<file path="src/common/port_expander_pkg.sv">
// Operation
// eight pins, each input or output; a pin is input while its latch is high
// after reset every output latch is high, only weak pull-up active
// pin written high gets strong pull-up until next SCL falling edge
// master should write a latch high before using that pin as input
// open-drain active-low change alert output for a host interrupt
// any edge on an input-use pin asserts the alert after alert delay
// alert clears on return to original levels or on own port access
// read clears at ack after SCL rise, write at ack after SCL fall
// pin changes during the ack pulse may be lost or give short alert
// after clearing, each new change is signalled after next clock edge
// transfers to other addresses leave the alert untouched
// master frames each transfer with start and stop conditions
// address byte arrives msb first, direction bit last, shifted in so
// general call address is never acknowledged
// matching address acknowledged by SDA low through ack high phase
// address-select inputs stay stable from start to stop
// direction high sends one byte of sampled pin levels; code sends a fresh byte after each master ack
// direction low takes one byte, acknowledges it, drives the latches
// further written bytes in the same transfer are ignored
// latches change only after a whole byte is received and acknowledged
// new outputs appear in ack cycle, output delay after SCL rise
// address is 0111 followed by address-select pins, 38h to 3Fh
// data bit 7 maps to pin 7, bit 0 to pin 0
package port_expander_pkg;

    // ----------------------------------------------------------------
    // widths and fixed values
    // ----------------------------------------------------------------
    localparam int PORT_W = 8;
    localparam int ADDR_SEL_W = 3;
    localparam int CNT_W = 4;
    localparam logic [3:0] ADDR_FIXED = 4'h7;
    localparam logic [7:0] LATCH_RESET = 8'hff;
    localparam logic [CNT_W-1:0] BYTE_BITS = 4'h8;
    localparam logic [CNT_W-1:0] FIRST_BIT = 4'h1;

    // ----------------------------------------------------------------
    // timing
    // ----------------------------------------------------------------
    localparam int CLK_PERIOD_NS = 8;
    localparam int ALERT_VALID_NS = 8;
    localparam int OUTPUT_VALID_NS = 8;
    // longest times: round down, never below one cycle
    localparam int ALERT_VALID_CYC =
        (ALERT_VALID_NS / CLK_PERIOD_NS < 1) ? 1 : ALERT_VALID_NS / CLK_PERIOD_NS;
    localparam int OUTPUT_VALID_CYC =
        (OUTPUT_VALID_NS / CLK_PERIOD_NS < 1) ? 1 : OUTPUT_VALID_NS / CLK_PERIOD_NS;

    // ----------------------------------------------------------------
    // types
    // ----------------------------------------------------------------
    typedef enum logic [2:0]
    {
        ST_IDLE = 3'b000,
        ST_ADDR = 3'b001,
        ST_ADDR_ACK = 3'b010,
        ST_TX = 3'b011,
        ST_TX_ACK = 3'b100,
        ST_RX = 3'b101,
        ST_RX_ACK = 3'b110,
        ST_IGNORE = 3'b111
    } xfer_state_t;

    typedef struct packed
    {
        logic scl;
        logic sda;
    } i2c_line_t;

    typedef struct packed
    {
        logic start;
        logic stop;
        logic rise;
        logic fall;
    } bus_event_t;

endpackage

</file>
<file path="src/design/bit_sync.sv">
`timescale 1ns/1ps
module bit_sync
    import port_expander_pkg::*;
#(
    parameter int W = 1,
    parameter logic [W-1:0] RESET_VAL = '1
)
(
    input wire logic clk,
    input wire logic rstn,
    input wire logic ce,
    input wire logic [W-1:0] d,
    output logic [W-1:0] q
);

    logic [W-1:0] meta;

    // two stages; first stage feeds only the second
    always_ff @(posedge clk)
    begin
        if (!rstn)
        begin
            meta <= RESET_VAL;
            q <= RESET_VAL;
        end
        else if (ce)
        begin
            meta <= d;
            q <= meta;
        end
    end

endmodule

</file>
<file path="src/design/port_change_alert.sv">
`timescale 1ns/1ps
module port_change_alert
    import port_expander_pkg::*;
#(
    parameter int W = PORT_W,
    parameter int DELAY_CYC = ALERT_VALID_CYC
)
(
    input wire logic clk,
    input wire logic rstn,
    input wire logic ce,
    input wire logic [W-1:0] level,
    input wire logic [W-1:0] latch,
    input wire logic clear,
    output logic alert_oe_n
);

    logic [W-1:0] ref_level;
    logic [DELAY_CYC-1:0] pipe;
    logic mismatch;

    // only pins whose latch is high count as inputs
    assign mismatch = |((level ^ ref_level) & latch[W-1:0]);

    // reference snapshot; a change landing on the clear cycle is absorbed
    always_ff @(posedge clk)
    begin
        if (!rstn)
            ref_level <= LATCH_RESET[W-1:0];
        else if (ce && clear)
            ref_level <= level;
    end

    // delay line models the alert valid time
    always_ff @(posedge clk)
    begin
        if (!rstn)
            pipe <= '0;
        else if (ce)
        begin
            if (clear)
                pipe <= '0;
            else
                pipe <= DELAY_CYC'({pipe, mismatch});
        end
    end

    // open drain: enable low pulls the line low
    always_ff @(posedge clk)
    begin
        if (!rstn)
            alert_oe_n <= 1'b1;
        else if (ce)
            alert_oe_n <= ~pipe[DELAY_CYC-1] | clear;
    end

endmodule

</file>
<file path="src/design/i2c_quasi_bidir_port_expander.sv">
`timescale 1ns/1ps
module i2c_quasi_bidir_port_expander
    import port_expander_pkg::*;
#(
    parameter int W = PORT_W,
    parameter int OUT_DELAY_CYC = OUTPUT_VALID_CYC,
    parameter int ALERT_DELAY_CYC = ALERT_VALID_CYC
)
(
    input wire logic clk,
    input wire logic rstn,
    input wire logic ce,
    input wire logic scl_in,
    input wire logic sda_in,
    output logic sda_out,
    output logic sda_oe_n,
    input wire logic [ADDR_SEL_W-1:0] address_select_pins,
    input wire logic [W-1:0] port_pins_in,
    output logic [W-1:0] port_pins_out,
    output logic [W-1:0] port_pins_oe_n,
    output logic change_alert_out,
    output logic change_alert_n_oe_n
);

    // ----------------------------------------------------------------
    // pin synchronisers
    // ----------------------------------------------------------------
    i2c_line_t line_raw;
    i2c_line_t line;
    i2c_line_t line_q;
    bus_event_t ev;
    logic [ADDR_SEL_W-1:0] addr_sel;
    logic [W-1:0] port_level;

    assign line_raw.scl = scl_in;
    assign line_raw.sda = sda_in;

    bit_sync #(.W(2), .RESET_VAL(2'h3)) u_line_sync
    (
        .clk(clk),
        .rstn(rstn),
        .ce(ce),
        .d(line_raw),
        .q(line)
    );

    bit_sync #(.W(ADDR_SEL_W), .RESET_VAL('0)) u_addr_sync
    (
        .clk(clk),
        .rstn(rstn),
        .ce(ce),
        .d(address_select_pins),
        .q(addr_sel)
    );

    bit_sync #(.W(W), .RESET_VAL('1)) u_port_sync
    (
        .clk(clk),
        .rstn(rstn),
        .ce(ce),
        .d(port_pins_in),
        .q(port_level)
    );

    // ----------------------------------------------------------------
    // bus event detection
    // ----------------------------------------------------------------

    // previous synced levels for edge finding
    always_ff @(posedge clk)
    begin
        if (!rstn)
            line_q <= 2'h3;
        else if (ce)
            line_q <= line;
    end

    // start and stop only count while scl stays high
    assign ev.rise = line.scl & ~line_q.scl;
    assign ev.fall = ~line.scl & line_q.scl;
    assign ev.start = line.scl & line_q.scl & line_q.sda & ~line.sda;
    assign ev.stop = line.scl & line_q.scl & ~line_q.sda & line.sda;

    // ----------------------------------------------------------------
    // transfer engine
    // ----------------------------------------------------------------
    xfer_state_t state;
    logic [CNT_W-1:0] bit_cnt;
    logic [7:0] rx_shift;
    logic [7:0] tx_shift;
    logic rw;
    logic master_ack;
    logic sda_release;
    logic alert_clear;
    logic wr_stb;
    logic [W-1:0] wr_data;
    logic addr_match;

    // upper pattern fixed, so the general call can never match
    assign addr_match = (rx_shift[7:1] == {ADDR_FIXED, addr_sel});

    // state, counter and shift registers
    always_ff @(posedge clk)
    begin
        if (!rstn)
        begin
            state <= ST_IDLE;
            bit_cnt <= '0;
            rx_shift <= '0;
            tx_shift <= '1;
            rw <= 1'b0;
            master_ack <= 1'b0;
            sda_release <= 1'b1;
        end
        else if (ce)
        begin
            if (ev.start)
            begin
                // repeated start restarts address phase
                state <= ST_ADDR;
                bit_cnt <= '0;
                sda_release <= 1'b1;
            end
            else if (ev.stop)
            begin
                state <= ST_IDLE;
                sda_release <= 1'b1;
            end
            else
            begin
                case (state)
                    ST_ADDR:
                    begin
                        if (ev.rise)
                        begin
                            rx_shift <= {rx_shift[6:0], line.sda};
                            bit_cnt <= bit_cnt + FIRST_BIT;
                        end
                        else if (ev.fall && bit_cnt == BYTE_BITS)
                        begin
                            bit_cnt <= '0;
                            rw <= rx_shift[0];
                            if (addr_match)
                            begin
                                sda_release <= 1'b0;
                                state <= ST_ADDR_ACK;
                            end
                            else
                                state <= ST_IGNORE;
                        end
                    end
                    ST_ADDR_ACK:
                    begin
                        if (ev.rise && rw)
                            tx_shift <= port_level;
                        else if (ev.fall)
                        begin
                            if (rw)
                            begin
                                sda_release <= tx_shift[7];
                                bit_cnt <= FIRST_BIT;
                                state <= ST_TX;
                            end
                            else
                            begin
                                sda_release <= 1'b1;
                                bit_cnt <= '0;
                                state <= ST_RX;
                            end
                        end
                    end
                    ST_TX:
                    begin
                        if (ev.fall)
                        begin
                            if (bit_cnt == BYTE_BITS)
                            begin
                                sda_release <= 1'b1;
                                state <= ST_TX_ACK;
                            end
                            else
                            begin
                                tx_shift <= {tx_shift[6:0], 1'b1};
                                sda_release <= tx_shift[6];
                                bit_cnt <= bit_cnt + FIRST_BIT;
                            end
                        end
                    end
                    ST_TX_ACK:
                    begin
                        if (ev.rise)
                        begin
                            master_ack <= ~line.sda;
                            tx_shift <= port_level;
                        end
                        else if (ev.fall)
                        begin
                            // master ack asks for a fresh sample
                            if (master_ack)
                            begin
                                sda_release <= tx_shift[7];
                                bit_cnt <= FIRST_BIT;
                                state <= ST_TX;
                            end
                            else
                                state <= ST_IGNORE;
                        end
                    end
                    ST_RX:
                    begin
                        if (ev.rise)
                        begin
                            rx_shift <= {rx_shift[6:0], line.sda};
                            bit_cnt <= bit_cnt + FIRST_BIT;
                        end
                        else if (ev.fall && bit_cnt == BYTE_BITS)
                        begin
                            sda_release <= 1'b0;
                            state <= ST_RX_ACK;
                        end
                    end
                    ST_RX_ACK:
                    begin
                        if (ev.fall)
                        begin
                            sda_release <= 1'b1;
                            state <= ST_IGNORE;
                        end
                    end
                    ST_IGNORE:
                        sda_release <= 1'b1;
                    default:
                        state <= ST_IDLE;
                endcase
            end
        end
    end

    // alert clear and write strobe, one cycle each, own address only
    always_ff @(posedge clk)
    begin
        if (!rstn)
        begin
            alert_clear <= 1'b0;
            wr_stb <= 1'b0;
            wr_data <= LATCH_RESET[W-1:0];
        end
        else if (ce)
        begin
            alert_clear <= 1'b0;
            wr_stb <= 1'b0;
            if (!ev.start && !ev.stop)
            begin
                if (state == ST_ADDR_ACK && ev.rise && rw)
                    alert_clear <= 1'b1;
                if (state == ST_RX && ev.fall && bit_cnt == BYTE_BITS)
                    alert_clear <= 1'b1;
                if (state == ST_RX_ACK && ev.rise)
                begin
                    wr_stb <= 1'b1;
                    wr_data <= rx_shift[W-1:0];
                end
            end
        end
    end

    // ----------------------------------------------------------------
    // port latches and strong pull-up
    // ----------------------------------------------------------------
    logic [OUT_DELAY_CYC-1:0] wr_pipe;
    logic [W-1:0] latch;
    logic [W-1:0] strong_pu;

    // delay line models the output valid time
    always_ff @(posedge clk)
    begin
        if (!rstn)
            wr_pipe <= '0;
        else if (ce)
            wr_pipe <= OUT_DELAY_CYC'({wr_pipe, wr_stb});
    end

    // latch only changes on an acknowledged whole byte
    always_ff @(posedge clk)
    begin
        if (!rstn)
            latch <= LATCH_RESET[W-1:0];
        else if (ce && wr_pipe[OUT_DELAY_CYC-1])
            latch <= wr_data;
    end

    // strong pull-up lasts only until the next scl fall
    always_ff @(posedge clk)
    begin
        if (!rstn)
            strong_pu <= '0;
        else if (ce)
        begin
            if (wr_pipe[OUT_DELAY_CYC-1])
                strong_pu <= wr_data;
            else if (ev.fall)
                strong_pu <= '0;
        end
    end

    // ----------------------------------------------------------------
    // pin drivers
    // ----------------------------------------------------------------

    // low latch sinks, strong pull-up sources, else weak pull-up only
    always_ff @(posedge clk)
    begin
        if (!rstn)
        begin
            port_pins_out <= '0;
            port_pins_oe_n <= '1;
        end
        else if (ce)
        begin
            port_pins_out <= strong_pu;
            port_pins_oe_n <= latch & ~strong_pu;
        end
    end

    // open-drain sda: data level is always low, enable picks drive
    always_ff @(posedge clk)
    begin
        if (!rstn)
        begin
            sda_out <= 1'b0;
            sda_oe_n <= 1'b1;
            change_alert_out <= 1'b0;
        end
        else if (ce)
        begin
            sda_out <= 1'b0;
            sda_oe_n <= sda_release;
            change_alert_out <= 1'b0;
        end
    end

    // ----------------------------------------------------------------
    // change alert
    // ----------------------------------------------------------------
    port_change_alert #(.W(W), .DELAY_CYC(ALERT_DELAY_CYC)) u_alert
    (
        .clk(clk),
        .rstn(rstn),
        .ce(ce),
        .level(port_level),
        .latch(latch),
        .clear(alert_clear),
        .alert_oe_n(change_alert_n_oe_n)
    );

endmodule

</file>
<file path="config.mk">
export PLATFORM = sky130hd
export DESIGN_NAME = i2c_quasi_bidir_port_expander
export DESIGN_NICKNAME = d
export VERILOG_FILES = /design/src/common/port_expander_pkg.sv /design/src/design/bit_sync.sv /design/src/design/port_change_alert.sv /design/src/design/i2c_quasi_bidir_port_expander.sv
export SDC_FILE = /design/constraint.sdc
export NUM_CORES = 1
export LEC_CHECK = 0
export BUFFER_PORTS_ARGS = -buffer_cell sky130_fd_sc_hd__buf_2
export CORE_MARGIN = 2
export CORE_UTILIZATION = 54
export CTS_CLUSTER_SIZE = 14
export DETAILED_ROUTE_END_ITERATION = 10
export PLACE_DENSITY = 0.75
export SLEW_MARGIN = 20
export SYNTH_ARGS = -nofsm -noshare
export SYNTH_HDL_FRONTEND = slang
export SYNTH_SLANG_ARGS = --single-unit
</file>
<file path="constraint.sdc">
create_clock -name clk -period 1.91 [get_ports clk]
set_input_delay 0.191 -clock clk [delete_from_list [all_inputs] [get_ports clk]]
set_output_delay 0.191 -clock clk [all_outputs]
set_load 0.1 [all_outputs]
</file>
==> results.json, run 1 <==
{
  "cpPeakStageDelay_ns": 0.47,
  "wire_per_inst_um": 15.5,
  "period_minus_slack_ns": 1.90,
  "numCtsBuffers": 9,
  "wirelength_mm": 10.3,
  "initial_utilization_pct": 56.4,
  "area_delta_synth_final_pct": 13.3,
  "ant_nets": 0,
  "hold_path_class": "in -> reg",
  "crit_path_end_kind": "register",
  "num-nets-final": 572,
  "rsz0062_at_grt": "yes",
  "synth_edf_count": 0,
  "slew_viol_final": 0,
  "grt_pass1_wl_mm": 17.4,
  "drtPass1Iterations": 4,
  "run_status": "completed",
  "root_buffer": "clkbuf_8",
  "viasPerCell": 5.66,
  "dieArea_mm2": 0.00944,
  "leakage_nw": 2.22,
  "place_congestion": 0.873,
  "place_area_mm2": 0.00503,
  "ys.flop_type": "dfxtp_1",
  "io_buffers": 33,
  "syn_avg_cell_area_um2": 9.06,
  "overflow": 0,
  "insertion_delay_ns": 0.36,
  "syn_area_mm2": 0.00468,
  "grt_usage_pct": 22.2,
  "antenna_found_initial": 0,
  "antennaDiodeCount": 0,
  "p_per_area_mw_per_mm2": 956,
  "drc": 0,
  "path_class": "reg -> reg",
  "cp.arrival_ns": 2.18,
  "grt_max_degree": 69,
  "finalHoldViolations": 0,
  "mostFrequentLayoutCells": "102 x dfxtp_1, 93 x nand2_1, 59 x mux2i_1, 37 x nor2_1, 33 x buf_2",
  "cp_slowest_cell": "or4_4",
  "critPathLaunchType": "register",
  "ys_ff_latch": 108,
  "ys_seq_area_share_pct": 46.2,
  "required_ns": 2.19,
  "fin_area_mm2": 0.00531,
  "die_y_um": 97.1,
  "synthCells": 517,
  "rows": 33,
  "cap_violations": 0,
  "die_w_um": 97.1,
  "crit_fanout": 5,
  "path_cells": "inv_1 -> ha_2 -> and3b_2 -> a311o_2 -> o2111ai_4 -> or4_4 -> o311ai_2",
  "grt_pass1_vias": 3665,
  "max_freq_ghz": 0.527,
  "yosys_warnings": 0,
  "clkTransAtPathRegs_ns": 0.11,
  "finalClockSkew_ns": 0.0142,
  "drive_above_1_share_pct": 19.0,
  "ios": 36,
  "async_flop_share_pct": 0,
  "irDropWorstVdd_v": 0.000515,
  "tritoncts": "yes",
  "drt_iter0_markers": 170,
  "core_mm2": 0.00830,
  "setup_tns_ns": 0,
  "n_fill_cell": 685,
  "final_common_cell": "dfxtp_1",
  "cts.sink_count": 108,
  "cts-htree-levels": 3,
  "vias": 3761,
  "synth_cell_types": 64,
  "clk_path_buf_depth": 2,
  "dpl.hpwl_mm": 6.96,
  "setup_violations": 0,
  "fin_crit_sh_pct": 99.4
}
## timing repair
item                                    4_1_cts  5_1_grt
pin swaps                                     0        1
setup buffers                                 0        1
gates cloned                                  0        1
hold buffers                                  0        0
endpoints found under the setup margin        4       16
gates resized for setup                       6        5
## worst paths after layout
check | start | endpoint | slack [ns] | cells past startpoint
min | port_pins_in[6] | u_port_sync.meta[6] | 0.04 | 3
max | bit_cnt[1] | bit_cnt[2] | 0.01 | 7
min reg2reg | u_line_sync.meta[1] | u_line_sync.q[1] | 0.48 | 2
max reg2reg | bit_cnt[1] | bit_cnt[2] | 0.01 | 7
## cells in the mapped netlist, types with 2 or more instances
| master | n | area [µm²] |
|---|---|---|
| o2bb2ai_1 | 2 | 17.5 |
| o21ai_0 | 26 | 130 |
| ha_1 | 2 | 25.0 |
| o211ai_1 | 11 | 82.6 |
| inv_1 | 18 | 67.6 |
| buf_6 | 6 | 67.6 |
| buf_1 | 2 | 7.51 |
| and3_1 | 2 | 12.5 |
| o311ai_1 | 2 | 17.5 |
| and2b_2 | 2 | 17.5 |
| a31oi_1 | 3 | 18.8 |
| and2_1 | 3 | 18.8 |
| clkbuf_1 | 21 | 78.8 |
| o311ai_0 | 7 | 61.3 |
| a22oi_1 | 5 | 37.5 |
| xor2_1 | 13 | 114 |
| buf_4 | 2 | 15.0 |
| nor4_1 | 2 | 12.5 |
| nor3_1 | 3 | 15.0 |
| dfxtp_1 | 108 | 2160 |
| nand4b_1 | 3 | 26.3 |
| buf_2 | 6 | 30.0 |
| mux2i_1 | 59 | 591 |
| o21bai_1 | 2 | 15.0 |
| a21oi_1 | 24 | 120 |
| a211oi_1 | 2 | 15.0 |
| nand2_1 | 93 | 349 |
| nor2_1 | 37 | 139 |
| nand3_1 | 15 | 75.1 |
| nand4_1 | 2 | 12.5 |
## flip-flops by register name, summed over array words and instances (netlist names), 2 cells and up
signal / cells
strong_pu: 8
bit_cnt: 4
u_port_sync.q: 8
u_port_sync.meta: 8
tx_shift: 8
port_pins_oe_n: 8
latch: 8
rx_shift: 8
port_pins_out: 8
u_line_sync.q: 2
u_addr_sync.q: 3
u_alert.ref_level: 8
u_line_sync.meta: 2
u_addr_sync.meta: 3
state: 3
line_q: 2
wr_data: 8
## stage by stage
stage                     setup slack, ns  utilization [%]  power (mW)  hold slack (ns)  std cells
after detailed placement          -0.0413             60.6        3.50            0.410        646
after CTS                         0.00130             63.5        5.08           0.0289        662
after global placement             0.0641             60.6        3.49            0.407        646
after floorplan                     0.100                -        3.27            0.319        518
final                              0.0112             64.0        5.07           0.0362        664
after global routing              -0.0795             64.0        5.32           0.0181        664
## report_power, final
| part | switching [mW] | total, mW | internal (mW) | leakage (nW) |
|---|---|---|---|---|
| clock | 0.811 | 1.57 | 0.761 | 0.115 |
| combinational | 0.612 | 1.06 | 0.450 | 1.23 |
| sequential | 0.0983 | 2.44 | 2.34 | 0.879 |
| total | 1.52 | 5.07 | 3.55 | 2.22 |
## logic make-up after synthesis
family / count (synthesis) / share of synthesized area (%)
AND/OR/NAND/NOR: 178 / 17.6
flip-flops: 108 / 46.2
AO/OA/AOI/OAI: 99 / 14.4
multiplexers: 59 / 12.6
buffers and inverters: 56 / 5.98
XOR/XNOR: 14 / 2.62
adder cells (fa/ha/maj): 2 / 0.534
other: 1 / 0.0801
## layer usage
metal / GRT usage [%] / wire length, µm / vias up
met1: 29.4 / 4830 / 1793
met2: 36.8 / 4880 / 93
met3: 3.53 / 352 / 17
met4: 7.69 / 212 / 0
li1: - / - / 1858
met5: 0 / 0 / -
## final cells by class
class                   instances  area [µm²]  share of cell area [%]
clock buffers                   9         124                    2.33
clock inverters                 7         109                    2.05
inverters                      18        67.6                    1.27
multi-input cells             354        2270                    42.9
flip-flops and latches        108        2170                    40.9
well taps                     105         131                    2.48
repair buffers                 63         432                    8.13
## worst max-delay path: cells and delay by family (launching register included)
kind / cells / cell delay, ns
buffers and inverters: 1 / 0.06
adder cells (fa/ha/maj): 1 / 0.18
flip-flops: 1 / 0.35
AND/OR/NAND/NOR: 2 / 0.67
AO/OA/AOI/OAI: 3 / 0.56
Note: power is estimated with default switching activity, not from simulation.
==> run 2, diff against run 1 <==
--- a/config.mk
+++ b/config.mk
@@ -5,12 +5,13 @@
 export SDC_FILE = /design/constraint.sdc
 export NUM_CORES = 1
 export LEC_CHECK = 0
-export BUFFER_PORTS_ARGS = -buffer_cell sky130_fd_sc_hd__buf_2
 export CORE_MARGIN = 2
-export CORE_UTILIZATION = 54
+export CORE_UTILIZATION = 55
 export CTS_CLUSTER_SIZE = 14
 export DETAILED_ROUTE_END_ITERATION = 10
-export PLACE_DENSITY = 0.75
+export DONT_BUFFER_PORTS = 1
+export HOLD_SLACK_MARGIN = 0.02
+export PLACE_DENSITY = 0.72
 export SLEW_MARGIN = 20
 export SYNTH_ARGS = -nofsm -noshare
 export SYNTH_HDL_FRONTEND = slang
==> run 2 against run 1 <==
Effect of this change: critical path depth down 2; hold slack got worse by 0.0049 ns; count of clock-buffer cells in the layout is 1 higher; cell count decreased by 0.75%; routed wire length grew 2.0%; clock skew is essentially flat; first-iteration DRC count is 19% higher.
==> results.json, run 2 (synthesized netlist as in run 1, its figures left out) <==
{
  "drtPass1Iterations": 6,
  "initial_utilization_pct": 57.0,
  "r2r_cells": 5,
  "drc": 0,
  "cap_violations": 0,
  "viasPerCell": 5.59,
  "cpPeakStageDelay_ns": 0.51,
  "core_mm2": 0.00822,
  "fin_crit_sh_pct": 95.9,
  "p_int_mw": 3.32,
  "wirelength_mm": 10.5,
  "required_ns": 2.17,
  "final_common_cell": "dfxtp_1",
  "fin_area_mm2": 0.00538,
  "cp_slowest_cell": "or3b_2",
  "rows": 33,
  "critPathLaunchType": "register",
  "insertion_delay_ns": 0.37,
  "setup_tns_ns": 0,
  "rr_endpoint": "tx_shift[7]",
  "p_per_area_mw_per_mm2": 898,
  "whs_path_depth": 2,
  "irDropWorstVdd_v": 0.000510,
  "period_minus_slack_ns": 1.83,
  "crit_path_end_kind": "register",
  "endpoint": "tx_shift[7]",
  "worst_pin_slew_ns": 0.561,
  "finalHoldViolations": 0,
  "r2r-start": "state[0]",
  "cts-htree-levels": 3,
  "area_delta_synth_final_pct": 14.8,
  "power.clock.fraction_pct": 27.1,
  "dpl.hpwl_mm": 6.78,
  "place_congestion": 0.897,
  "critical_path_depth": 5,
  "leakage_nw": 2.20,
  "crit_fanout": 15,
  "grt_pass1_vias": 3487,
  "critPathBufInv": 1,
  "root_buffer": "clkbuf_8",
  "cp.arrival_ns": 2.10,
  "comb_power_share_pct": 22.4,
  "p_switching_mw": 1.51,
  "switching_share_pct": 31.2,
  "place_area_mm2": 0.00494,
  "finalClockSkew_ns": 0.0143,
  "slew_viol_final": 0,
  "path_cells": "or3b_2 -> nor2_1 -> o2111ai_2 -> buf_12 -> o311ai_0",
  "mostFrequentLayoutCells": "103 x dfxtp_1, 93 x nand2_1, 59 x mux2i_1, 40 x buf_4, 37 x nor2_1",
  "num-nets-final": 567,
  "vias": 3683,
  "path_class": "reg -> reg",
  "reg2reg_slack_ns": 0.08,
  "seq_power_share_pct": 50.5,
  "antenna_found_initial": 0,
  "setup_violations": 0,
  "clkTransAtPathRegs_ns": 0.10,
  "io_buffers": 0,
  "drt_iter0_markers": 202,
  "tritoncts": "yes",
  "rsz0062_at_grt": "yes",
  "run_status": "completed",
  "dieArea_mm2": 0.00927,
  "hold_path_class": "in -> reg",
  "numCtsBuffers": 9,
  "n_fill_cell": 678,
  "ios": 36,
  "ant_nets": 0,
  "grt_pass1_wl_mm": 17.1,
  "wire_per_inst_um": 15.9,
  "max_slew_margin_pct": 62.6,
  "cts.sink_count": 108,
  "grt_usage_pct": 24.0,
  "drive_above_1_share_pct": 16.2,
  "die_y_um": 96.3,
  "antennaDiodeCount": 0,
  "overflow": 0,
  "grt_max_degree": 71,
  "max_freq_ghz": 0.546,
  "crit_family": "simple AND/OR/NAND/NOR gates",
  "die_w_um": 96.3,
  "crit_path_start": "state[0]",
  "clk_path_buf_depth": 2
}
[run 2: area by class of cell]
type                            instances  area [µm²]  area share [%]
Sequential cell                       108        2170            40.3
Tap cell                              105         131            2.44
Multi-Input combinational cell        354        2300            42.8
Timing Repair Buffer                   58         527            9.80
Clock inverter                          6        55.1            1.02
Inverter                               18        67.6            1.26
Clock buffer                           10         128            2.37
[run 2: timing repair]
action                     4_1_cts  5_1_grt
resized for setup                5       13
hold buffers                    15        1
setup endpoints to repair        6       11
hold endpoints to repair        84        1
buffers inserted                 0        0
[run 2: stage by stage]
stage	util, %	hold slack (ns)	std cells	setup WS, ns	total power, mW
6_report	65.4	0.0313	659	0.0790	4.83
3_5_place_dp	60.1	0.268	627	-0.0299	3.45
4_1_cts	64.7	0.0208	658	0.00680	4.82
5_1_grt	65.4	0.0440	659	-0.00195	5.07
3_3_place_gp	60.1	0.264	627	0.0485	3.43
2_1_floorplan	-	0.319	518	0.100	3.27
[run 2: metal layers]
layer / GRT usage [%] / wire [µm]
met1: 31.1 / 4760
met5: 0 / 0
met4: 7.63 / 179
met2: 39.1 / 5020
met3: 6.26 / 522
[run 2: worst min path at each step]
stage | slack (ns) | start | to
after floorplan | 0.32 | sda_in | u_line_sync.meta[0]
after global placement | 0.26 | rstn | u_line_sync.meta[1]
after detailed placement | 0.27 | rstn | sda_oe_n
after CTS | 0.02 | ce | wr_stb
after global routing | 0.04 | ce | alert_clear
final | 0.03 | ce | alert_clear
[run 2: power by group through the flow]
stage	logic, mW	clock network (mW)	registers [mW]
2_1_floorplan	0.812	0	2.46
3_3_place_gp	0.949	0	2.48
3_5_place_dp	0.964	0	2.48
4_1_cts	1.05	1.34	2.43
5_1_grt	1.18	1.44	2.45
6_report	1.08	1.31	2.44
